--- src/rtl/term_regs.vh ---
`ifndef TERM_REGS_VH
`define TERM_REGS_VH

`define ASC_ESC 8'h1b
`define ASC_0 8'h30
`define ASC_9 8'h39
`define ASC_UC_A 8'h41
`define ASC_UC_F 8'h46
`define ASC_LC_A 8'h61
`define ASC_LC_F 8'h66
`define HEX_ALPHA_ADJ 4'h9

`define CODE_NORMAL 8'h21
`define CODE_INV_ON 8'h22
`define CODE_INV_OFF 8'h23
`define CODE_FL_ON 8'h24
`define CODE_FL_OFF 8'h25
`define CODE_SIZE 8'h29
`define CODE_ENLARGE 8'h2a
`define CODE_CURSOR 8'h2b
`define CODE_STRING 8'h34
`define CODE_POLY 8'h37
`define CODE_CIRCLE 8'h38

`define ENL_MAX 10'h005
`define SIZE_MAX 10'h001
`define X_MAX 10'h0ff
`define Y_MAX 10'h07f
`define STR_MAX 10'h020
`define LINES_MAX 10'h028
`define RAD_MAX 10'h03f
`define SCREEN_W 9'h100
`define CHAR_W_SHIFT 3'b000
`define CHAR_H_FULL 4'b0000

`define OP_CHAR 3'h1
`define OP_MOVE 3'h2
`define OP_LINE 3'h3
`define OP_CIRCLE 3'h4

`define REG_CTRL 4'h0
`define REG_STATUS 4'h4
`define REG_CURSOR 4'h8
`define REG_DISCARD 4'hc
`define CTRL_EN_BIT 0
`define CTRL_SCREEN_BIT 1
`define CTRL_ABORT_BIT 2
`define CTRL_RESET 1'b1

`endif

--- src/rtl/terminal_draw_command_parser.v ---
// Implementation choices: the register offsets and the Wishbone slave port.
`timescale 1ns/1ps
`include "term_regs.vh"
module terminal_draw_command_parser (
  input wire mclk,
  input wire reset,
  input wire ce,
  input wire [7:0] rx_data,
  input wire rx_valid,
  output wire rx_ready,
  input wire screen_shown,
  input wire wb_cyc_i,
  input wire wb_stb_i,
  input wire wb_we_i,
  input wire [3:0] wb_adr_i,
  input wire [3:0] wb_sel_i,
  input wire [31:0] wb_dat_i,
  output reg [31:0] wb_dat_o,
  output reg wb_ack_o,
  output wire out_valid,
  input wire out_ready,
  output wire [2:0] out_op,
  output wire [7:0] out_x,
  output wire [6:0] out_y,
  output wire [7:0] out_arg,
  output wire out_inverse,
  output wire out_flash,
  output wire [2:0] out_enlarge,
  output wire out_half
);

  localparam S_IDLE = 2'd0;
  localparam S_CODE = 2'd1;
  localparam S_DIG = 2'd2;
  localparam S_STR = 2'd3;
  localparam BW = 32;

  reg [1:0] state_r;
  reg [7:0] cmd_r;
  reg [9:0] acc_r;
  reg [1:0] dig_r;
  reg [1:0] flen_r;
  reg [1:0] fld_r;
  reg hexf_r;
  reg first_r;
  reg [5:0] pts_r;
  reg [5:0] rem_r;
  reg [7:0] xt_r;
  reg [6:0] yt_r;
  reg [7:0] cur_x_r;
  reg [6:0] cur_y_r;
  reg [8:0] str_x_r;
  reg [6:0] str_y_r;
  reg inv_r;
  reg fl_r;
  reg [2:0] enl_r;
  reg half_r;
  reg en_r;
  reg [15:0] disc_r;
  reg [BW-1:0] ent_r [0:1];
  reg [1:0] cnt_r;

  wire take = rx_valid & rx_ready;
  wire wb_acc = wb_cyc_i & wb_stb_i & ~wb_ack_o;
  wire ctrl_wr = wb_acc & wb_we_i & (wb_adr_i == `REG_CTRL) & wb_sel_i[0];
  wire disc_wr = wb_acc & wb_we_i & (wb_adr_i == `REG_DISCARD) & wb_sel_i[0];
  wire scr_chg = screen_shown | (ctrl_wr & wb_dat_i[`CTRL_SCREEN_BIT]);
  wire abort = ctrl_wr & wb_dat_i[`CTRL_ABORT_BIT];

  // digit decode: low nibble of '0'..'9' is the digit itself
  wire is_dec = (rx_data >= `ASC_0) && (rx_data <= `ASC_9);
  wire is_uc = (rx_data >= `ASC_UC_A) && (rx_data <= `ASC_UC_F);
  wire is_lc = (rx_data >= `ASC_LC_A) && (rx_data <= `ASC_LC_F);
  wire is_hex = is_dec | is_uc | is_lc;
  wire [3:0] hex_val = is_dec ? rx_data[3:0] : rx_data[3:0] + `HEX_ALPHA_ADJ;
  wire digit_ok = hexf_r ? is_hex : is_dec;
  wire last_dig = (dig_r == flen_r);
  // acc * 10 as 8x + 2x avoids a multiplier
  wire [9:0] acc_bcd = {acc_r[6:0], 3'b000} + {2'b00, acc_r[6:0], 1'b0}
                       + {6'b000000, rx_data[3:0]};
  wire [9:0] acc_hex = {acc_r[5:0], hex_val};
  wire [9:0] fin = hexf_r ? acc_hex : acc_bcd;

  reg range_ok;
  always @*
  begin
    range_ok = 1'b0;
    case (cmd_r)
      `CODE_ENLARGE: range_ok = (fin <= `ENL_MAX);
      `CODE_SIZE: range_ok = (fin <= `SIZE_MAX);
      `CODE_STRING: range_ok = (fin != 10'h000) && (fin <= `STR_MAX);
      default:
        if (hexf_r)
          range_ok = (fin != 10'h000) && (fin <= `LINES_MAX);
        else if (fld_r == 2'd0)
          range_ok = (fin <= `X_MAX);
        else if (fld_r == 2'd1)
          range_ok = (fin <= `Y_MAX);
        else
          range_ok = (fin != 10'h000) && (fin <= `RAD_MAX);
    endcase
  end

  wire field_done = (state_r == S_DIG) & digit_ok & last_dig;

  // character cell geometry for the current size and enlargement
  reg [2:0] wf;
  reg [2:0] hf;
  always @*
  begin
    wf = 3'd1;
    hf = 3'd1;
    case (enl_r)
      3'd1: hf = 3'd2;
      3'd2: wf = 3'd2;
      3'd3:
      begin
        wf = 3'd2;
        hf = 3'd2;
      end
      3'd4:
      begin
        wf = 3'd3;
        hf = 3'd3;
      end
      3'd5:
      begin
        wf = 3'd4;
        hf = 3'd4;
      end
      default:
      begin
        wf = 3'd1;
        hf = 3'd1;
      end
    endcase
  end
  wire [5:0] cw = {wf, `CHAR_W_SHIFT};
  wire [6:0] ch = half_r ? {1'b0, hf, 3'b000} : {hf, `CHAR_H_FULL};
  // a character that would run past the right edge starts the next line
  wire fits = ({1'b0, str_x_r} + {4'b0000, cw}) <= {1'b0, `SCREEN_W};
  wire [7:0] px = fits ? str_x_r[7:0] : 8'h00;
  wire [6:0] py = fits ? str_y_r : str_y_r + ch;

  reg emit;
  reg [2:0] e_op;
  reg [7:0] e_x;
  reg [6:0] e_y;
  reg [7:0] e_arg;
  always @*
  begin
    emit = 1'b0;
    e_op = `OP_CHAR;
    e_x = xt_r;
    e_y = fin[6:0];
    e_arg = 8'h00;
    if (state_r == S_STR)
    begin
      emit = take;
      e_x = px;
      e_y = py;
      e_arg = rx_data;
    end
    else if (take & field_done & range_ok & ~hexf_r)
    begin
      if (cmd_r == `CODE_POLY && fld_r == 2'd1)
      begin
        emit = 1'b1;
        e_op = first_r ? `OP_MOVE : `OP_LINE;
      end
      else if (cmd_r == `CODE_CIRCLE && fld_r == 2'd2)
      begin
        emit = 1'b1;
        e_op = `OP_CIRCLE;
        e_y = yt_r;
        e_arg = fin[7:0];
      end
    end
  end

  // every word carries the attributes in force when its byte arrived
  wire [BW-1:0] e_word = {e_op, e_x, e_y, e_arg, inv_r, fl_r, enl_r, half_r};

  // at most one word per byte, so a free slot before taking is enough
  assign rx_ready = ce & en_r & (cnt_r != 2'd2);

  always @(posedge mclk)
  begin
    if (reset)
    begin
      state_r <= S_IDLE;
      cmd_r <= 8'h00;
      acc_r <= 10'h000;
      dig_r <= 2'd0;
      flen_r <= 2'd0;
      fld_r <= 2'd0;
      hexf_r <= 1'b0;
      first_r <= 1'b0;
      pts_r <= 6'd0;
      rem_r <= 6'd0;
      xt_r <= 8'h00;
      yt_r <= 7'h00;
      cur_x_r <= 8'h00;
      cur_y_r <= 7'h00;
      str_x_r <= 9'h000;
      str_y_r <= 7'h00;
      inv_r <= 1'b0;
      fl_r <= 1'b0;
      enl_r <= 3'd0;
      half_r <= 1'b0;
      en_r <= `CTRL_RESET;
      disc_r <= 16'h0000;
    end
    else if (ce)
    begin
      if (ctrl_wr)
        en_r <= wb_dat_i[`CTRL_EN_BIT];
      if (disc_wr)
        disc_r <= 16'h0000;
      if (abort)
        state_r <= S_IDLE;
      else if (take)
      begin
        case (state_r)
          S_IDLE:
            if (rx_data == `ASC_ESC)
              state_r <= S_CODE;
          S_CODE:
          begin
            cmd_r <= rx_data;
            acc_r <= 10'h000;
            dig_r <= 2'd0;
            fld_r <= 2'd0;
            hexf_r <= 1'b0;
            flen_r <= 2'd2;
            state_r <= S_DIG;
            case (rx_data)
              `CODE_NORMAL:
              begin
                inv_r <= 1'b0;
                fl_r <= 1'b0;
                state_r <= S_IDLE;
              end
              `CODE_INV_ON:
              begin
                inv_r <= 1'b1;
                state_r <= S_IDLE;
              end
              `CODE_INV_OFF:
              begin
                inv_r <= 1'b0;
                state_r <= S_IDLE;
              end
              `CODE_FL_ON:
              begin
                fl_r <= 1'b1;
                state_r <= S_IDLE;
              end
              `CODE_FL_OFF:
              begin
                fl_r <= 1'b0;
                state_r <= S_IDLE;
              end
              `CODE_SIZE, `CODE_ENLARGE:
                flen_r <= 2'd0;
              `CODE_STRING, `CODE_POLY:
              begin
                hexf_r <= 1'b1;
                flen_r <= 2'd1;
              end
              `CODE_CURSOR, `CODE_CIRCLE:
                flen_r <= 2'd2;
              `ASC_ESC:
                state_r <= S_CODE;
              default:
              begin
                state_r <= S_IDLE;
                disc_r <= disc_r + 16'h0001;
              end
            endcase
          end
          S_DIG:
            if (!digit_ok || !(range_ok || !last_dig))
            begin
              // a stray escape restarts rather than being lost
              state_r <= (rx_data == `ASC_ESC) ? S_CODE : S_IDLE;
              disc_r <= disc_r + 16'h0001;
            end
            else if (!last_dig)
            begin
              acc_r <= fin;
              dig_r <= dig_r + 2'd1;
            end
            else
            begin
              acc_r <= 10'h000;
              dig_r <= 2'd0;
              fld_r <= fld_r + 2'd1;
              if (fld_r == 2'd0)
                xt_r <= fin[7:0];
              if (fld_r == 2'd1)
                yt_r <= fin[6:0];
              case (cmd_r)
                `CODE_ENLARGE:
                begin
                  enl_r <= fin[2:0];
                  state_r <= S_IDLE;
                end
                `CODE_SIZE:
                begin
                  half_r <= fin[0];
                  state_r <= S_IDLE;
                end
                `CODE_CURSOR:
                  if (fld_r == 2'd1)
                  begin
                    cur_x_r <= xt_r;
                    cur_y_r <= fin[6:0];
                    state_r <= S_IDLE;
                  end
                `CODE_STRING:
                begin
                  rem_r <= fin[5:0];
                  str_x_r <= {1'b0, cur_x_r};
                  str_y_r <= cur_y_r;
                  hexf_r <= 1'b0;
                  state_r <= S_STR;
                end
                `CODE_POLY:
                  if (hexf_r)
                  begin
                    pts_r <= fin[5:0] + 6'd1;
                    hexf_r <= 1'b0;
                    flen_r <= 2'd2;
                    first_r <= 1'b1;
                    fld_r <= 2'd0;
                  end
                  else if (fld_r == 2'd1)
                  begin
                    first_r <= 1'b0;
                    pts_r <= pts_r - 6'd1;
                    fld_r <= 2'd0;
                    if (pts_r == 6'd1)
                      state_r <= S_IDLE;
                  end
                default:
                  if (fld_r == 2'd2)
                    state_r <= S_IDLE;
              endcase
            end
          default:
          begin
            str_x_r <= {1'b0, px} + {3'b000, cw};
            str_y_r <= py;
            rem_r <= rem_r - 6'd1;
            if (rem_r == 6'd1)
              state_r <= S_IDLE;
          end
        endcase
      end
      if (scr_chg)
      begin
        inv_r <= 1'b0;
        fl_r <= 1'b0;
        enl_r <= 3'd0;
        half_r <= 1'b0;
      end
    end
  end

  // two-entry buffer: entry 0 drives the outputs straight from flops
  wire pop = (cnt_r != 2'd0) & out_ready;
  wire push = emit;
  always @(posedge mclk)
  begin
    if (reset)
    begin
      cnt_r <= 2'd0;
      ent_r[0] <= {BW{1'b0}};
      ent_r[1] <= {BW{1'b0}};
    end
    else if (ce)
    begin
      if (push && (cnt_r == 2'd0 || (cnt_r == 2'd1 && pop)))
        ent_r[0] <= e_word;
      else if (pop && cnt_r == 2'd2)
        ent_r[0] <= ent_r[1];
      if (push && cnt_r == 2'd1 && !pop)
        ent_r[1] <= e_word;
      cnt_r <= cnt_r + {1'b0, push} - {1'b0, pop};
    end
  end

  assign out_valid = ce & (cnt_r != 2'd0);
  assign {out_op, out_x, out_y, out_arg, out_inverse, out_flash,
          out_enlarge, out_half} = ent_r[0];

  always @(posedge mclk)
  begin
    if (reset)
    begin
      wb_ack_o <= 1'b0;
      wb_dat_o <= 32'h00000000;
    end
    else if (ce)
    begin
      wb_ack_o <= wb_acc;
      if (wb_acc && !wb_we_i)
        case (wb_adr_i)
          `REG_CTRL: wb_dat_o <= {31'h00000000, en_r};
          `REG_STATUS: wb_dat_o <= {24'h000000, (cnt_r == 2'd2),
                                    (state_r != S_IDLE), half_r, enl_r,
                                    fl_r, inv_r};
          `REG_CURSOR: wb_dat_o <= {17'h00000, cur_y_r, cur_x_r};
          `REG_DISCARD: wb_dat_o <= {16'h0000, disc_r};
          default: wb_dat_o <= 32'h00000000;
        endcase
    end
  end

endmodule // terminal_draw_command_parser

--- config.mk ---
export PLATFORM = sky130hd
export DESIGN_NAME = terminal_draw_command_parser
export DESIGN_NICKNAME = d
export VERILOG_FILES = /design/src/rtl/terminal_draw_command_parser.v
export VERILOG_INCLUDE_DIRS = /design/src /design/src/rtl
export SDC_FILE = /design/constraint.sdc
export NUM_CORES = 1
export LEC_CHECK = 0
export ABC_CLOCK_PERIOD_IN_PS = 13100
export BUFFER_PORTS_ARGS = -buffer_cell sky130_fd_sc_hd__clkbuf_2
export CORE_MARGIN = 1.5
export CORE_UTILIZATION = 55
export CTS_BUF_LIST = sky130_fd_sc_hd__clkbuf_16
export DETAILED_ROUTE_END_ITERATION = 8
export PLACE_DENSITY = 0.78
export SKIP_LAST_GASP = 1
export SYNTH_ARGS = -nofsm -noshare
export SYNTH_HDL_FRONTEND = slang
export SYNTH_SLANG_ARGS = --single-unit
--- constraint.sdc ---
create_clock -name mclk -period 13.1 [get_ports mclk]
set_input_delay 1.31 -clock mclk [delete_from_list [all_inputs] [get_ports mclk]]
set_output_delay 1.31 -clock mclk [all_outputs]
set_load 0.05 [all_outputs]
Word-level counts from Yosys, hierarchy flattened:

Memories as Yosys holds them, arrays and structs flattened.
Index checks and enable logic that the tools add are counted.

* output and inout bits: 67
* word-level logic and storage cells: 338
* memories: 1
* bits of input ports: 57
* bits in registers: 141
* bits in writable memories: 64

Memories
* ent_r: words 2, width 32, rd ports 2, clocked after memory_dff 0, write ports 2, RTL line terminal_draw_command_parser.v:60 `reg [BW-1:0] ent_r [0:1];`

* $lt $le $gt $ge: 14
* multiplexer cells: 133
* bitwise operators: 30
* reductions and logical operators: 69
* equal/unequal tests: 52
* add/sub/neg operators: 14

Operators by type and width (count)
* equality test 8 x 6 -> 1 bit, second input constant: 17
* two-way mux 32 bit: 3
* two-way mux 16 bit: 5
* two-way mux 7 bit: 11
* one-hot mux 16 bit (4 select lines): 1
* two-way mux 8 bit: 6
* two-way mux 1 bit: 46
* two-way mux 2 bit: 22
* AND reduction 7 bit: 6
* two-way mux 3 bit: 11
* one-hot mux 16 bit (2 select lines): 1
* <= comparator 10 x 6 -> 1 bit, second input constant: 3
* two-way mux 6 bit: 5
* one-hot mux 7 bit (2 select lines): 2
* two-way mux 9 bit: 3
* AND reduction 8 bit: 3
* nonzero test 2 bit: 11
* one-hot mux 2 bit (2 select lines): 5
* AND 1 bit: 19
* one-hot mux 3 bit (3 select lines): 2
* one-hot mux 9 bit (2 select lines): 1
* OR reduction 2 bit: 9
* adder 16 x 1 -> 16 bit, second input constant: 1
* >= comparator 8 x 7 -> 1 bit, second input constant: 2
* other kinds (61): 117

Logic depth before layout (Yosys ltp):

* word-level depth: 21
* mapped depth: 23
* depth with buffers taken out: 20

Worst setup path before layout:

OpenSTA, ideal clock, no wires.

* path kind: in2reg
* start point: in rx_data[3]
* end point: mem ent_r[1][0] (netlist: ent_r[0][32]) (enable)
* data arrival time: 6637 ps
* stages: 14
* buffers on the path: 2
* path slack: 5997 ps
* data required time: 12634 ps
* library setup time: 466 ps
* path through: buf_2 -> inv_1 -> fa_1 -> inv_1 -> ha_1 -> a21oi_1 -> nor2_1 -> o211a_1 -> or4b_1 -> a311o_1 -> a211oi_2 -> a21oi_1 -> clkbuf_1 -> o21ai_0

RTL lines
* start, declared: RTL line terminal_draw_command_parser.v:8 `input wire [7:0] rx_data,`
* end, declared: RTL line terminal_draw_command_parser.v:60

==> qor_table.md <==
| Metric | Reported | Unit |
|---|---|---|
| Count of buffers inserted at the top-level ports | 75 | - |
| Yosys reg bits | 189 | - |
| Ratio of final minimum period to clock period | 50.6 | % |
| Residual DRC count | 0 | - |
| Overall routed net length | 32.0 | mm |
| Met1 layer usage reported by global route | 40.8 | % |
| Async set-reset flop share out of synthesis | 0 | % |
| Reported leakage power | 4.74 | nW |
| Highest-count cells in the layout ignoring fill and taps | sky130_fd_sc_hd__nor2_1, sky130_fd_sc_hd__nand2_1, sky130_fd_sc_hd__dfxtp_1, sky130_fd_sc_hd__a21oi_1, sky130_fd_sc_hd__o21ai_0 | - |
| Number of inserted diodes | 0 | - |
| Worst endpoint required time | 13270 | ps |
| First-pass iteration count of the detailed router | 6 | - |
| Later-pin clock latency in the skew report | 450 | ps |
| Final RePlAce weighted congestion | 0.946 | - |
| Number of sinks on the clock net | 189 | - |
| Maximum operating frequency | 0.151 | GHz |
| Core ar. | 0.0204 | mm² |
| Maximum root-to-sink buffer count | 2 | - |
| Aggregate negative setup slack | 0 | ps |
| Count of filler cells inserted in the layout | 1759 | - |
| Cell Area, Synth | 0.0116 | mm² |
| Die footprint | 0.0219 | mm² |
| Area overhead of the layout relative to synthesis | 7.26 | % |
| Worst-case clock skew | 16.8 | ps |
| Peak supply drop | 0.0961 | mV |
| Final max-slew violation count | 0 | - |
| Number of nets with antenna violations after routing | 0 | - |
| GR peak layer | met2 | - |
| Crit. End Element | flip-flop | - |
| Sequential cell area fraction in the yosys report | 38.2 | % |
| Number of different library cells in the post-synthesis netlist | 92 | - |
| Synth Instances | 1368 | - |
| Number of setup violations in the final report | 0 | - |
| Fraction of met3 tracks used by global routing | 5.80 | % |
| Cts hold-fix bufs | 0 | - |
| Met2 global-route usage | 45.2 | % |
| Cts bufs inserted | 17 | - |
| Crit Path Category | input port to flip-flop | - |
| Post-Syn Area per Cell | 8.46 | µm² |
| PwrDens | 101 | mW/mm² |
| Max cap viols | 0 | - |
| Hold Fails Final Rpt | 0 | - |
| Initial DRC Count | 1250 | - |
| Setup slack of the critical path after layout | 6470 | ps |
| Worst hold path class | flip-flop to flip-flop | - |
| Critical path startpoint category | input port | - |
| Combined global-route utilization of all metal layers | 29.3 | % |
| Height of the die | 148 | µm |
| CTS H-tree lvls | 4 | - |
| Row count | 52 | - |
| Number of global-route vias before repair | 9465 | - |
| Number of top-level pins | 124 | - |
| Max FO, Critical Path | 23 | - |
| RSZ-0062 raised after global routing | no | - |
| Maximum number of pins on one net before global-route repair | 60 | - |
| Clock transition at the register clock pins on the worst setup and hold paths after CTS | 80 | ps |
| TritonCTS clock tree | done | - |
| Average wire length per cell after detail routing | 19.4 | µm |
| Status | finished clean | - |
| Area of combinational cells with multiple inputs | 0.00636 | mm² |
| First-pass GRT wire length | 50.8 | mm |
| Initial core utilization | 56.7 | % |
| Number of flops mapped to enable cells by yosys | 64 | - |
| Per-cell via count in the routed design | 6.35 | - |
| Horizontal die dimension | 148 | µm |
| Most used flip-flop cell after synthesis | sky130_fd_sc_hd__dfxtp_1 | - |
| Post-Place Worst Slack | 6160 | ps |
| CTS root buf | sky130_fd_sc_hd__clkbuf_16 | - |
| Nets | 1478 | - |
| Combined flip-flop and latch cell area | 0.00442 | mm² |
| Worst-Margin Slew | 1210 | ps |
| Synthesis Warnings | 0 | - |
| Initial antenna violation count | 0 | - |
| Post-CTS setup repair buffer count | 0 | - |
| Leading cell type in the layout, fill and taps excluded | sky130_fd_sc_hd__nor2_1 | - |
| Critical path arrival | 6800 | ps |
| Clock period minus final worst setup slack | 6630 | ps |
| Fraction of layout instances using a drive strength above 1 | 11.8 | % |
| Slew margin rel. | 18.2 | % |
| Routed vias | 10.5k | - |
| Number of gates resized after cts | 0 | - |
| Final HPWL from detailed placement | 22.7 | mm |
| Total congestion overflow after global routing | 0 | - |
==> cells in the mapped netlist (4+ instances only) <==
library cell,n,share of area (%)
sky130_fd_sc_hd__nand2b_1,16,0.86
sky130_fd_sc_hd__a21oi_1,97,4.2
sky130_fd_sc_hd__nand3_1,51,2.2
sky130_fd_sc_hd__nand4_1,7,0.38
sky130_fd_sc_hd__nor3b_1,6,0.39
sky130_fd_sc_hd__inv_1,43,1.4
sky130_fd_sc_hd__a22o_1,7,0.53
sky130_fd_sc_hd__ha_1,46,5.0
sky130_fd_sc_hd__dfxtp_1,125,22
sky130_fd_sc_hd__fa_1,5,0.86
sky130_fd_sc_hd__buf_4,49,3.2
sky130_fd_sc_hd__mux2i_1,48,4.2
sky130_fd_sc_hd__clkbuf_1,53,1.7
sky130_fd_sc_hd__xor2_1,6,0.45
sky130_fd_sc_hd__nor2b_1,10,0.54
sky130_fd_sc_hd__a211o_1,5,0.38
sky130_fd_sc_hd__edfxtp_1,64,17
sky130_fd_sc_hd__or4_1,6,0.39
sky130_fd_sc_hd__a31o_2,5,0.38
sky130_fd_sc_hd__or3_1,11,0.59
sky130_fd_sc_hd__nor4_1,5,0.27
sky130_fd_sc_hd__o211ai_1,11,0.71
sky130_fd_sc_hd__clkinv_1,4,0.13
sky130_fd_sc_hd__or2_2,5,0.27
sky130_fd_sc_hd__a32oi_1,4,0.30
sky130_fd_sc_hd__and3_1,15,0.81
sky130_fd_sc_hd__a22oi_1,28,1.8
sky130_fd_sc_hd__o21ai_0,92,4.0
sky130_fd_sc_hd__a31oi_1,13,0.70
sky130_fd_sc_hd__nor2_1,160,5.2
sky130_fd_sc_hd__and2_1,14,0.76
sky130_fd_sc_hd__nand2_1,150,4.9
sky130_fd_sc_hd__mux2_2,9,0.88
sky130_fd_sc_hd__buf_2,13,0.56
sky130_fd_sc_hd__a211oi_1,31,2.0
sky130_fd_sc_hd__nor3_1,32,1.4
sky130_fd_sc_hd__o21ai_1,5,0.22
sky130_fd_sc_hd__o22ai_1,9,0.49
sky130_fd_sc_hd__a21o_1,12,0.78
sky130_fd_sc_hd__xnor2_1,12,0.91
sky130_fd_sc_hd__o31ai_1,4,0.26
==> metal layers <==
metal / share of wire, % / vias to the layer above
met2: 44 / 623
met4: 2.9 / 0
li1: - / 4893
met3: 11 / 92
met5: 0 / -
met1: 42 / 4882
==> final timing paths <==
path / from / endpoint / slack (ps) / depth (start not counted)
max: rx_data[0] / ent_r[0][43] / 6470 / 17
min: cmd_r[5] / cmd_r[5] / 460 / 2
max reg2reg: acc_r[0] / ent_r[0][43] / 7360 / 13
min reg2reg: cmd_r[5] / cmd_r[5] / 460 / 2
==> cell families (layout without fill, tap and decap cells) <==
| group | Yosys count | after routing | synth area share [%] |
|---|---|---|---|
| DFF | 189 | 189 | 38.2 |
| buffers and inverters | 167 | 167 | 7.34 |
| muxes | 58 | 58 | 5.22 |
| AOI/OAI and AO/OA | 373 | 373 | 21.0 |
| xor gates and xnor gates | 19 | 19 | 1.50 |
| and+or+nand+nor | 510 | 510 | 20.9 |
| other | 1 | 16 | 0.0324 |
| adders and majority gates | 51 | 51 | 5.84 |
==> power breakdown <==
part | internal (mW) | switching (mW)
Sequential | 0.611 | 0.00205
Combinational | 0.0165 | 0.0666
Clock | 0.276 | 0.275
==> cell type report <==
class | instances | share of cell area, %
Timing Repair Buffer | 88 | 3.83
Inverter | 47 | 1.42
Sequential cell | 189 | 35.6
Clock buffer | 18 | 3.63
Clock inverter | 14 | 1.49
Multi-Input combinational cell | 1027 | 51.3
Tap cell | 270 | 2.72
==> worst max-delay path, cell delays in order <==
cell                       delay (ps)
sky130_fd_sc_hd__clkbuf_2         250
sky130_fd_sc_hd__inv_1            180
sky130_fd_sc_hd__ha_1             290
sky130_fd_sc_hd__o21bai_1         290
sky130_fd_sc_hd__a22oi_1          160
sky130_fd_sc_hd__xnor2_2          560
sky130_fd_sc_hd__clkinv_1         570
sky130_fd_sc_hd__ha_1             350
sky130_fd_sc_hd__nor2_1           160
sky130_fd_sc_hd__a31oi_1          110
sky130_fd_sc_hd__o21a_1           210
sky130_fd_sc_hd__a41oi_1          290
sky130_fd_sc_hd__a211oi_2         120
sky130_fd_sc_hd__buf_4            230
sky130_fd_sc_hd__a21oi_1          890
sky130_fd_sc_hd__o21ai_2          430
sky130_fd_sc_hd__buf_4            360
==> metrics by stage <==
stage | std cells | hold slack (ps) | util [%] | power (mW) | area [µm²]
floorplan | 1383 | 432 | - | 0.694 | 11600
global placement | 1621 | 439 | 57.7 | 0.707 | 11800
detailed placement | 1621 | 447 | 57.7 | 0.708 | 11800
CTS | 1653 | 458 | 60.8 | 1.25 | 12400
global route | 1653 | 478 | 60.8 | 1.28 | 12400
finish | 1653 | 458 | 60.8 | 1.25 | 12400
==> registers in the layout, summed over array words and instances (netlist names), 2 cells and up <==
register / count
fld_r: 2
cur_x_r: 8
enl_r: 3
yt_r: 7
str_y_r: 7
disc_r: 16
pts_r: 6
ent_r: 64
flen_r: 2
state_r: 2
cur_y_r: 7
rem_r: 6
wb_dat_o: 16
dig_r: 2
cnt_r: 2
cmd_r: 8
acc_r: 7
xt_r: 8
str_x_r: 9
Power figures use the tool's default switching activity.
